$ cat src/hw/slb_pkg.sv
// slb_pkg: constants and types for the serial RAM loader boot interpreter.
// assumes: a byte-level UART outside the block delivers and takes whole bytes.
package slb_pkg;

   // protocol byte values
   localparam logic [7:0]  SLB_MATCH_BYTE  = 8'h5a;  // sync byte, echoed on success
   localparam logic [7:0]  SLB_CMD_RAMLOAD = 8'h60;  // RAM loader operation command
   localparam logic [7:0]  SLB_ERR_RXFRM   = 8'ha1;  // receive (framing) error code
   localparam logic [7:0]  SLB_ERR_RXOVR   = 8'ha3;  // receive overrun error code
   localparam logic [7:0]  SLB_ERR_RATE    = 8'h62;  // rate-change byte error code
   localparam logic [7:0]  SLB_ERR_CMD     = 8'h63;  // operation command error code
   localparam logic [7:0]  SLB_START_MARK  = 8'h3a;  // record start mark
   localparam logic [7:0]  SLB_RATE_INIT   = 8'h28;  // rate code of the initial rate
   localparam logic [7:0]  SLB_ERASED      = 8'hff;  // erased memory byte
   localparam logic [7:0]  SLB_REC_DATA    = 8'h00;  // data record type
   localparam logic [7:0]  SLB_REC_END     = 8'h01;  // end record type

   // blank check window at the top of memory
   localparam logic [15:0] SLB_BLANK_BASE  = 16'hffe0;
   localparam logic [4:0]  SLB_BLANK_LAST  = 5'h1f;   // 32 bytes, index 0..31

   // error code is sent once plus this many repeats
   localparam logic [1:0]  SLB_ERR_REPEAT  = 2'h2;

   // reset values of exposed state
   localparam logic [15:0] SLB_ADDR_RST    = 16'h0000;
   localparam logic [7:0]  SLB_BYTE_RST    = 8'h00;

   typedef enum logic [4:0] {
      SLB_ST_MATCH    = 5'h00,
      SLB_ST_SEND     = 5'h01,
      SLB_ST_RATE     = 5'h02,
      SLB_ST_RATE_SET = 5'h03,
      SLB_ST_CMD      = 5'h04,
      SLB_ST_PCNT_HI  = 5'h05,
      SLB_ST_PCNT_LO  = 5'h06,
      SLB_ST_PCMP_HI  = 5'h07,
      SLB_ST_PCMP_LO  = 5'h08,
      SLB_ST_RD_WAIT  = 5'h09,
      SLB_ST_BLANK    = 5'h0a,
      SLB_ST_CNT      = 5'h0b,
      SLB_ST_PW_RX    = 5'h0c,
      SLB_ST_PW_CHK   = 5'h0d,
      SLB_ST_MARK     = 5'h0e,
      SLB_ST_REC      = 5'h0f,
      SLB_ST_SUM_LO   = 5'h10,
      SLB_ST_JUMP     = 5'h11,
      SLB_ST_HALT     = 5'h12
   } slb_state_e;

   typedef enum logic [2:0] {
      SLB_F_LEN  = 3'h0,
      SLB_F_AHI  = 3'h1,
      SLB_F_ALO  = 3'h2,
      SLB_F_TYPE = 3'h3,
      SLB_F_DATA = 3'h4,
      SLB_F_CSUM = 3'h5
   } slb_field_e;

endpackage : slb_pkg

$ cat src/hw/slb_loader.sv
// slb_loader: boot-time serial command interpreter for the RAM loader operation.
// assumes: an external UART hands over received bytes with error flags and takes
// transmit bytes by valid/ready; memory reads return data one cycle after request.
//
// Overview of operation
// - first four bytes run at initial rate
// - echo matching byte; otherwise transmit nothing
// - errors sent as three identical bytes, then halt
// - fifth byte onward at modified rate
// - echo valid command as sixth byte
// - unknown command: command error thrice, halt
// - take count address high, low; no reply
// - take compare address high, low; no reply
// - erased top 32 bytes skip password
// - password mismatch halts silently until reset
// - read protection halts silently until reset
// - receive error in password phase halts silently
// - discard bytes until colon start mark
// - nothing echoed during record phase
// - parse record fields; store data at address
// - receive or format error halts silently
// - after clean end record send sum high, low
// - then jump to first data record address
// - auto rate on matching byte while waiting
// - valid rate byte echoed, then rate applies
// - read count N, compare N password bytes
`timescale 1ns/1ps
`default_nettype none

module slb_loader
   import slb_pkg::*;
#(
   // accepted rate-change codes for the operating frequency, five slots
   parameter logic [39:0] RATE_TABLE = {8'h28, 8'h28, 8'h28, 8'h28, 8'h28}
) (
   input  wire logic        CORE_CLK,
   input  wire logic        SYS_RST,
   input  wire logic        RX_VALID,
   input  wire logic [7:0]  RX_DATA,
   input  wire logic        RX_ERR,
   input  wire logic        RX_OVR,
   input  wire logic        TX_READY,
   output logic             TX_VALID,
   output logic [7:0]       TX_DATA,
   output logic             AUTOBAUD,
   output logic [7:0]       RATE_CODE,
   output logic             RATE_SWITCH,
   input  wire logic        READ_PROTECT,
   output logic             MEM_RD_EN,
   output logic [15:0]      MEM_RD_ADDR,
   input  wire logic [7:0]  MEM_RD_DATA,
   output logic             RAM_WE,
   output logic [15:0]      RAM_ADDR,
   output logic [7:0]       RAM_WDATA,
   output logic             JUMP,
   output logic [15:0]      JUMP_ADDR,
   output logic             HALTED
);

   typedef struct packed {
      slb_state_e  st;
      slb_state_e  ret;         // state after a send or a memory read
      logic [1:0]  rep;         // repeats left of the byte being sent
      logic        tx_valid;
      logic [7:0]  tx_data;
      logic        autobaud;
      logic [7:0]  rate_code;
      logic        rate_switch;
      logic        rd_en;
      logic [15:0] rd_addr;
      logic [15:0] pcnt_addr;   // password count storage address
      logic [15:0] pcmp_addr;   // password comparison pointer
      logic [4:0]  blank_idx;
      logic [7:0]  pw_left;
      logic [7:0]  pw_byte;
      slb_field_e  fld;
      logic [7:0]  rec_type;
      logic [7:0]  rec_cnt;
      logic [15:0] rec_addr;
      logic [7:0]  rec_csum;
      logic [15:0] sum;
      logic        have_first;
      logic        ram_we;
      logic [15:0] ram_addr;
      logic [7:0]  ram_wdata;
      logic        jump;
      logic [15:0] jump_addr;
      logic        halted;
   } slb_regs_s;

   slb_regs_s r_q;
   slb_regs_s r_d;

   // start sending a byte, optionally repeated, then continue in ret
   function automatic slb_regs_s send(input slb_regs_s s, input logic [7:0] b,
                                      input slb_state_e ret, input logic [1:0] rep);
      slb_regs_s t;
      t          = s;
      t.tx_valid = 1'b1;
      t.tx_data  = b;
      t.ret      = ret;
      t.rep      = rep;
      t.st       = SLB_ST_SEND;
      return t;
   endfunction : send
   // start a memory read; data is taken in state ret
   function automatic slb_regs_s mem_read(input slb_regs_s s, input logic [15:0] a,
                                          input slb_state_e ret);
      slb_regs_s t;
      t         = s;
      t.rd_en   = 1'b1;
      t.rd_addr = a;
      t.ret     = ret;
      t.st      = SLB_ST_RD_WAIT;
      return t;
   endfunction : mem_read
   // rate byte acceptable for this operating frequency: any of the five slots
   function automatic logic rate_ok(input logic [7:0] b);
      return (RATE_TABLE[39:32] == b) || (RATE_TABLE[31:24] == b) || (RATE_TABLE[23:16] == b) ||
             (RATE_TABLE[15:8] == b) || (RATE_TABLE[7:0] == b);
   endfunction : rate_ok

   // receive error flags and the matching error code; overrun wins
   wire logic       rx_bad      = RX_ERR | RX_OVR;
   wire logic [7:0] rx_err_code = RX_OVR ? SLB_ERR_RXOVR : SLB_ERR_RXFRM;

   // next-state logic of the whole interpreter
   always_comb begin
      r_d        = r_q;
      r_d.ram_we = 1'b0;
      r_d.rd_en  = 1'b0;
      unique case (r_q.st)
         // wait for sync byte under automatic rate detection
         SLB_ST_MATCH: begin
            if (RX_VALID && !rx_bad && RX_DATA == SLB_MATCH_BYTE) begin
               r_d          = send(r_d, SLB_MATCH_BYTE, SLB_ST_RATE, 2'h0);
               r_d.autobaud = 1'b0;
            end
         end
         // hold the byte until taken; repeat error codes
         SLB_ST_SEND: begin
            if (TX_READY && r_q.rep != 2'h0) begin
               r_d.rep = r_q.rep - 2'h1;
            end else if (TX_READY) begin
               r_d.tx_valid = 1'b0;
               r_d.st       = r_q.ret;
            end
         end
         // rate-change byte, still at the initial rate
         SLB_ST_RATE: begin
            if (RX_VALID && rx_bad) begin
               r_d = send(r_d, rx_err_code, SLB_ST_HALT, SLB_ERR_REPEAT);
            end else if (RX_VALID && rate_ok(RX_DATA)) begin
               r_d.rate_code = RX_DATA;
               r_d = send(r_d, RX_DATA, SLB_ST_RATE_SET, 2'h0);
            end else if (RX_VALID) begin
               r_d = send(r_d, SLB_ERR_RATE, SLB_ST_HALT, SLB_ERR_REPEAT);
            end
         end
         // new rate takes effect only after its echo has gone out
         SLB_ST_RATE_SET: begin
            r_d.rate_switch = 1'b1;
            r_d.st          = SLB_ST_CMD;
         end
         // operation command
         SLB_ST_CMD: begin
            if (RX_VALID && rx_bad) begin
               r_d = send(r_d, rx_err_code, SLB_ST_HALT, SLB_ERR_REPEAT);
            end else if (RX_VALID && RX_DATA != SLB_CMD_RAMLOAD) begin
               r_d = send(r_d, SLB_ERR_CMD, SLB_ST_HALT, SLB_ERR_REPEAT);
            end else if (RX_VALID && READ_PROTECT) begin
               r_d.st = SLB_ST_HALT;
            end else if (RX_VALID) begin
               r_d = send(r_d, RX_DATA, SLB_ST_PCNT_HI, 2'h0);
            end
         end
         // password addresses, never acknowledged
         SLB_ST_PCNT_HI, SLB_ST_PCNT_LO, SLB_ST_PCMP_HI, SLB_ST_PCMP_LO: begin
            if (RX_VALID) begin
               if (rx_bad) begin
                  r_d.st = SLB_ST_HALT;
               end else begin
                  unique case (r_q.st)
                     SLB_ST_PCNT_HI: begin
                        r_d.pcnt_addr[15:8] = RX_DATA;
                        r_d.st              = SLB_ST_PCNT_LO;
                     end
                     SLB_ST_PCNT_LO: begin
                        r_d.pcnt_addr[7:0] = RX_DATA;
                        r_d.st             = SLB_ST_PCMP_HI;
                     end
                     SLB_ST_PCMP_HI: begin
                        r_d.pcmp_addr[15:8] = RX_DATA;
                        r_d.st              = SLB_ST_PCMP_LO;
                     end
                     default: begin
                        r_d.pcmp_addr[7:0] = RX_DATA;
                        r_d.blank_idx      = 5'h00;
                        r_d = mem_read(r_d, SLB_BLANK_BASE, SLB_ST_BLANK);
                     end
                  endcase
               end
            end
         end
         // one idle cycle while memory answers
         SLB_ST_RD_WAIT: begin
            r_d.st = r_q.ret;
         end
         // blank check over the top 32 bytes
         SLB_ST_BLANK: begin
            if (MEM_RD_DATA != SLB_ERASED) begin
               r_d = mem_read(r_d, r_q.pcnt_addr, SLB_ST_CNT);
            end else if (r_q.blank_idx == SLB_BLANK_LAST) begin
               r_d.st = SLB_ST_MARK;
            end else begin
               r_d.blank_idx = r_q.blank_idx + 5'h01;
               r_d = mem_read(r_d, SLB_BLANK_BASE + {11'h000, r_d.blank_idx}, SLB_ST_BLANK);
            end
         end
         // password length N from memory
         SLB_ST_CNT: begin
            r_d.pw_left = MEM_RD_DATA;
            r_d.st      = (MEM_RD_DATA == 8'h00) ? SLB_ST_MARK : SLB_ST_PW_RX;
         end
         // one password byte, then fetch its reference
         SLB_ST_PW_RX: begin
            if (RX_VALID && rx_bad) begin
               r_d.st = SLB_ST_HALT;
            end else if (RX_VALID) begin
               r_d.pw_byte = RX_DATA;
               r_d = mem_read(r_d, r_q.pcmp_addr, SLB_ST_PW_CHK);
            end
         end
         // compare; any mismatch halts without a word
         SLB_ST_PW_CHK: begin
            if (MEM_RD_DATA != r_q.pw_byte) begin
               r_d.st = SLB_ST_HALT;
            end else begin
               r_d.pcmp_addr = r_q.pcmp_addr + 16'h0001;
               r_d.pw_left   = r_q.pw_left - 8'h01;
               r_d.st        = (r_q.pw_left == 8'h01) ? SLB_ST_MARK : SLB_ST_PW_RX;
            end
         end
         // hunt for the start mark, dropping other clean bytes; a receive error halts
         SLB_ST_MARK: begin
            if (RX_VALID && rx_bad) begin
               r_d.st = SLB_ST_HALT;
            end else if (RX_VALID && RX_DATA == SLB_START_MARK) begin
               r_d.fld      = SLB_F_LEN;
               r_d.rec_csum = 8'h00;
               r_d.st       = SLB_ST_REC;
            end
         end
         // record fields in order; nothing is echoed here
         SLB_ST_REC: begin
            if (RX_VALID) begin
               r_d.rec_csum = r_q.rec_csum + RX_DATA;
               if (rx_bad) begin
                  r_d.st = SLB_ST_HALT;
               end else begin
                  unique case (r_q.fld)
                     SLB_F_LEN: begin
                        r_d.rec_cnt = RX_DATA;
                        r_d.fld     = SLB_F_AHI;
                     end
                     SLB_F_AHI: begin
                        r_d.rec_addr[15:8] = RX_DATA;
                        r_d.fld            = SLB_F_ALO;
                     end
                     SLB_F_ALO: begin
                        r_d.rec_addr[7:0] = RX_DATA;
                        r_d.fld           = SLB_F_TYPE;
                     end
                     SLB_F_TYPE: begin
                        r_d.rec_type = RX_DATA;
                        if (RX_DATA == SLB_REC_DATA) begin
                           r_d.fld = (r_q.rec_cnt == 8'h00) ? SLB_F_CSUM : SLB_F_DATA;
                           if (!r_q.have_first) begin
                              r_d.have_first = 1'b1;
                              r_d.jump_addr  = r_q.rec_addr;
                           end
                        end else if (RX_DATA == SLB_REC_END && r_q.rec_cnt == 8'h00) begin
                           r_d.fld = SLB_F_CSUM;
                        end else begin
                           r_d.st = SLB_ST_HALT;
                        end
                     end
                     SLB_F_DATA: begin
                        r_d.ram_we    = 1'b1;
                        r_d.ram_addr  = r_q.rec_addr;
                        r_d.ram_wdata = RX_DATA;
                        r_d.rec_addr  = r_q.rec_addr + 16'h0001;
                        r_d.sum       = r_q.sum + {8'h00, RX_DATA};
                        r_d.rec_cnt   = r_q.rec_cnt - 8'h01;
                        r_d.fld       = (r_q.rec_cnt == 8'h01) ? SLB_F_CSUM : SLB_F_DATA;
                     end
                     default: begin
                        if (r_d.rec_csum != 8'h00) begin
                           r_d.st = SLB_ST_HALT;
                        end else if (r_q.rec_type == SLB_REC_END) begin
                           r_d = send(r_d, r_q.sum[15:8], SLB_ST_SUM_LO, 2'h0);
                        end else begin
                           r_d.st = SLB_ST_MARK;
                        end
                     end
                  endcase
               end
            end
         end
         // low checksum byte follows the high one
         SLB_ST_SUM_LO: begin
            r_d = send(r_d, r_q.sum[7:0], SLB_ST_JUMP, 2'h0);
         end
         // hand execution to the loaded code
         SLB_ST_JUMP: begin
            r_d.jump = 1'b1;
         end
         // dead until reset
         SLB_ST_HALT: begin
            r_d.halted   = 1'b1;
            r_d.tx_valid = 1'b0;
         end
         default: begin
            r_d.st = SLB_ST_HALT;
         end
      endcase
   end

   // state register
   always_ff @(posedge CORE_CLK or posedge SYS_RST) begin
      if (SYS_RST) begin
         r_q             <= '0;
         r_q.st          <= SLB_ST_MATCH;
         r_q.ret         <= SLB_ST_MATCH;
         r_q.fld         <= SLB_F_LEN;
         r_q.autobaud    <= 1'b1;
         r_q.rate_code   <= SLB_RATE_INIT;
         r_q.rd_addr     <= SLB_ADDR_RST;
         r_q.jump_addr   <= SLB_ADDR_RST;
         r_q.tx_data     <= SLB_BYTE_RST;
      end else begin
         r_q <= r_d;
      end
   end

   // outputs straight from the state register
   assign TX_VALID    = r_q.tx_valid;
   assign TX_DATA     = r_q.tx_data;
   assign AUTOBAUD    = r_q.autobaud;
   assign RATE_CODE   = r_q.rate_code;
   assign RATE_SWITCH = r_q.rate_switch;
   assign MEM_RD_EN   = r_q.rd_en;
   assign MEM_RD_ADDR = r_q.rd_addr;
   assign RAM_WE      = r_q.ram_we;
   assign RAM_ADDR    = r_q.ram_addr;
   assign RAM_WDATA   = r_q.ram_wdata;
   assign JUMP        = r_q.jump;
   assign JUMP_ADDR   = r_q.jump_addr;
   assign HALTED      = r_q.halted;

endmodule : slb_loader

`default_nettype wire

$ cat config.mk
export PLATFORM = sky130hd
export DESIGN_NAME = slb_loader
export DESIGN_NICKNAME = d
export VERILOG_FILES = /design/src/hw/slb_pkg.sv /design/src/hw/slb_loader.sv
export SDC_FILE = /design/constraint.sdc
export NUM_CORES = 1
export LEC_CHECK = 0
export ABC_AREA = 0
export BUFFER_PORTS_ARGS = -buffer_cell sky130_fd_sc_hd__buf_2
export CAP_MARGIN = 40
export CORE_ASPECT_RATIO = 2
export CORE_MARGIN = 2
export CORE_UTILIZATION = 35
export DETAILED_ROUTE_END_ITERATION = 7
export PLACE_DENSITY_LB_ADDON = 0.2
export SLEW_MARGIN = 5
export SYNTH_ARGS = -nofsm -noshare
export SYNTH_HDL_FRONTEND = slang
export SYNTH_SLANG_ARGS = --single-unit
$ cat constraint.sdc
create_clock -name CORE_CLK -period 6.61 [get_ports CORE_CLK]
set_input_delay 1.322 -clock CORE_CLK [delete_from_list [all_inputs] [get_ports CORE_CLK]]
set_output_delay 1.322 -clock CORE_CLK [all_outputs]
set_load 0.01 [all_outputs]
==> flow_summary.json <==
{
  "ir_worst_vdd_v": 0.0001564,
  "mostFrequentLayoutCell": "nand2_1",
  "ys_ff_latch": 204,
  "worst_pin_slew_ns": 0.9016,
  "synthFlopType": "dfrtp_1",
  "fmax_mhz": 251.5,
  "postCtsHoldBufs": 0,
  "dr.pass1.iters": 5,
  "startpoint_type": "input pin",
  "syn_nets": 1386,
  "cap_violations": 0,
  "worst_skew_pair.late_latency_ns": 0.52,
  "avgSynthCellArea_sq_um": 8.763,
  "h-tree-depth": 1,
  "setup_viol": 0,
  "crit_start": "RX_DATA[0]",
  "cp_data_required_time_ns": 7.01,
  "pre_cts_ws_ns": 2.097,
  "drc": 0,
  "core_sq_um": 32930,
  "drt_iter0_drc": 643,
  "post-route-util": 0.3903,
  "drt_wl_total_um": 36580,
  "grt_max_degree": 133,
  "clock_path_buffers": 3,
  "via_count": 9888,
  "track_usage": 0.2086,
  "hpwl_um": 26810,
  "cts_root_buffer": "clkbuf_16",
  "ys_seq_area_frac": 0.4360,
  "synth_enable_flop_cells": 0,
  "report.final.slew_viol_count": 0,
  "hold_start": "MEM_RD_ADDR[1]",
  "synthTopCellsByArea": "dfrtp_1 43%, o21ai_0 6.5%, nand2_1 6.5%",
  "critical_path_class": "in2reg",
  "drt-wirelength-per-cell_um": 20.53,
  "grt_pass1_vias": 10100,
  "rsz0062_at_grt": "no",
  "io_pins": 102,
  "status": "complete, no violations",
  "grt.overflow.total": 0,
  "numPortBuffers": 101,
  "cts_buffers": 20,
  "hp-class": "reg2reg",
  "period_minus_slack_ns": 3.975,
  "gr-usage-met1": 0.2344,
  "powerDensity_nw_per_um2": 308.7,
  "hold_viol": 0,
  "final_cell_mix": "202 x nand2_1, 201 x dfrtp_1, 153 x o21ai_0, 106 x a21oi_1, 101 x buf_2",
  "cts_resized": 0,
  "ys_warn_count": 0,
  "die_w_um": 133.4,
  "synth_cells": 1337,
  "dieArea_sq_um": 35040,
  "fin_setup_tns_ns": 0,
  "antenna_found_initial": 0,
  "cp_max_fo": 10,
  "post-route-period-util": 0.6014,
  "use_met2": 0.3838,
  "clkSinkCount": 204,
  "drive_gt1_frac": 0.1533,
  "start_util": 0.3558,
  "relSlewSlack": 0.3943,
  "synth_cell_types": 85,
  "fin_ws_ns": 2.635,
  "vias_per_cell": 5.549,
  "cts_post_setup_buffers_inserted": 0,
  "end_kind": "flop",
  "top_usage_layer": "met2",
  "die_h_um": 262.7,
  "r2r_start": "r_q[199]",
  "synthArstFlopShare": 1.000,
  "n_antenna_cell": 0,
  "leakage_nw": 5.821,
  "fin_nets": 1385,
  "synth_top_area_cell": "dfrtp_1",
  "area_delta_synth_final_pct": 9.696,
  "rows": 94,
  "synth_top_area_share": 0.4293,
  "cts_tree": "built",
  "place_congestion": 0.9328,
  "grt_pass1_wl_um": 57800,
  "ant_nets": 0,
  "syn-cell-area_sq_um": 11720,
  "grt_use_met3": 0.01871,
  "path_clk_slew_ns": 0.07,
  "fin_skew_ns": 0.01502,
  "arrival_ns": 4.38
}
==> routing by layer <==
metal,vias to the layer above,part of all wire,routed length (um)
met5,-,0,0
met4,0,0.052,1901
met3,96,0.033,1206
met2,295,0.53,19410
met1,4798,0.38,14060
li1,4699,-,-
==> per-stage QoR <==
stage	std cells	instance area [sq um]	hold slack [ns]	power, mW
after global routing	1782	12850	0.4788	4.173
final	1782	12850	0.4729	3.967
after floorplan	1337	11720	0.4346	2.375
after detailed placement	1746	12120	0.4491	2.690
after global placement	1741	12060	0.4422	2.679
after CTS	1782	12850	0.4663	3.998
==> synth_stat cells (21+ instances only) <==
cell type / n
a21oi_1: 106
buf_4: 72
clkbuf_1: 50
dfrtp_1: 201
ha_1: 24
inv_1: 28
mux2_2: 21
nand2_1: 202
nand3_1: 45
nor2_1: 88
nor3_1: 35
o21ai_0: 153
==> logic make-up (layout without fill, tap and decap cells) <==
| family | after synthesis | after routing | share of synthesized area |
|---|---|---|---|
| XOR/XNOR | 29 | 29 | 0.02168 |
| buffers and inverters | 174 | 187 | 0.08127 |
| AO/OA/AOI/OAI | 402 | 402 | 0.2111 |
| adder cells (fa/ha/maj) | 27 | 27 | 0.02990 |
| multiplexers | 29 | 29 | 0.02873 |
| AND/OR/NAND/NOR | 472 | 472 | 0.1913 |
| flip-flops | 204 | 204 | 0.4360 |
==> area by class of cell <==
type                       instances  area [sq um]
inverter                          29         112.6
multi-input combinational        959          5658
timing repair buffer             122         703.2
clock inverter                     6         141.4
sequential                       204          5109
clock buffer                      30         588.1
tap                              432         540.5
fill                            3420         20080
==> state kept, by name, indices dropped and copies added, names as in the netlist <==
signal,flops
TX_DATA,8
HALTED,1
JUMP_ADDR,16
RAM_WE,1
MEM_RD_EN,1
r_q,125
JUMP,1
TX_VALID,1
RATE_SWITCH,1
MEM_RD_ADDR,16
RAM_WDATA,8
RATE_CODE,8
AUTOBAUD,1
RAM_ADDR,16
==> critical path, cell delays in order <==
cell      delay, ns
buf_2          0.20
ha_1           0.29
fa_1           0.43
a211oi_2       0.31
o21ba_2        0.22
o221ai_1       0.12
or4_4          0.56
a21oi_4        0.30
and2_1         0.27
mux2_2         0.35
==> path summary, 6_finish.rpt <==
path | endpoint | slack [ns] | cells past startpoint
setup / recovery | r_q[195] | 2.63 | 10
hold / removal | MEM_RD_ADDR[1] | 0.47 | 2
setup reg to reg | TX_DATA[4] | 2.86 | 8
hold reg to reg | MEM_RD_ADDR[1] | 0.47 | 2
max in group asynchronous | r_q[116] | 4.36 | 5
min in group asynchronous | RAM_ADDR[8] | 0.85 | 3
==> where the power goes <==
group,total (mW),internal [mW],switching (mW)
Combinational,1.14,0.431,0.713
Clock,1.29,0.775,0.518
Sequential,1.53,1.40,0.129
Total,3.97,2.61,1.36
Power figures use the tool's default switching activity.
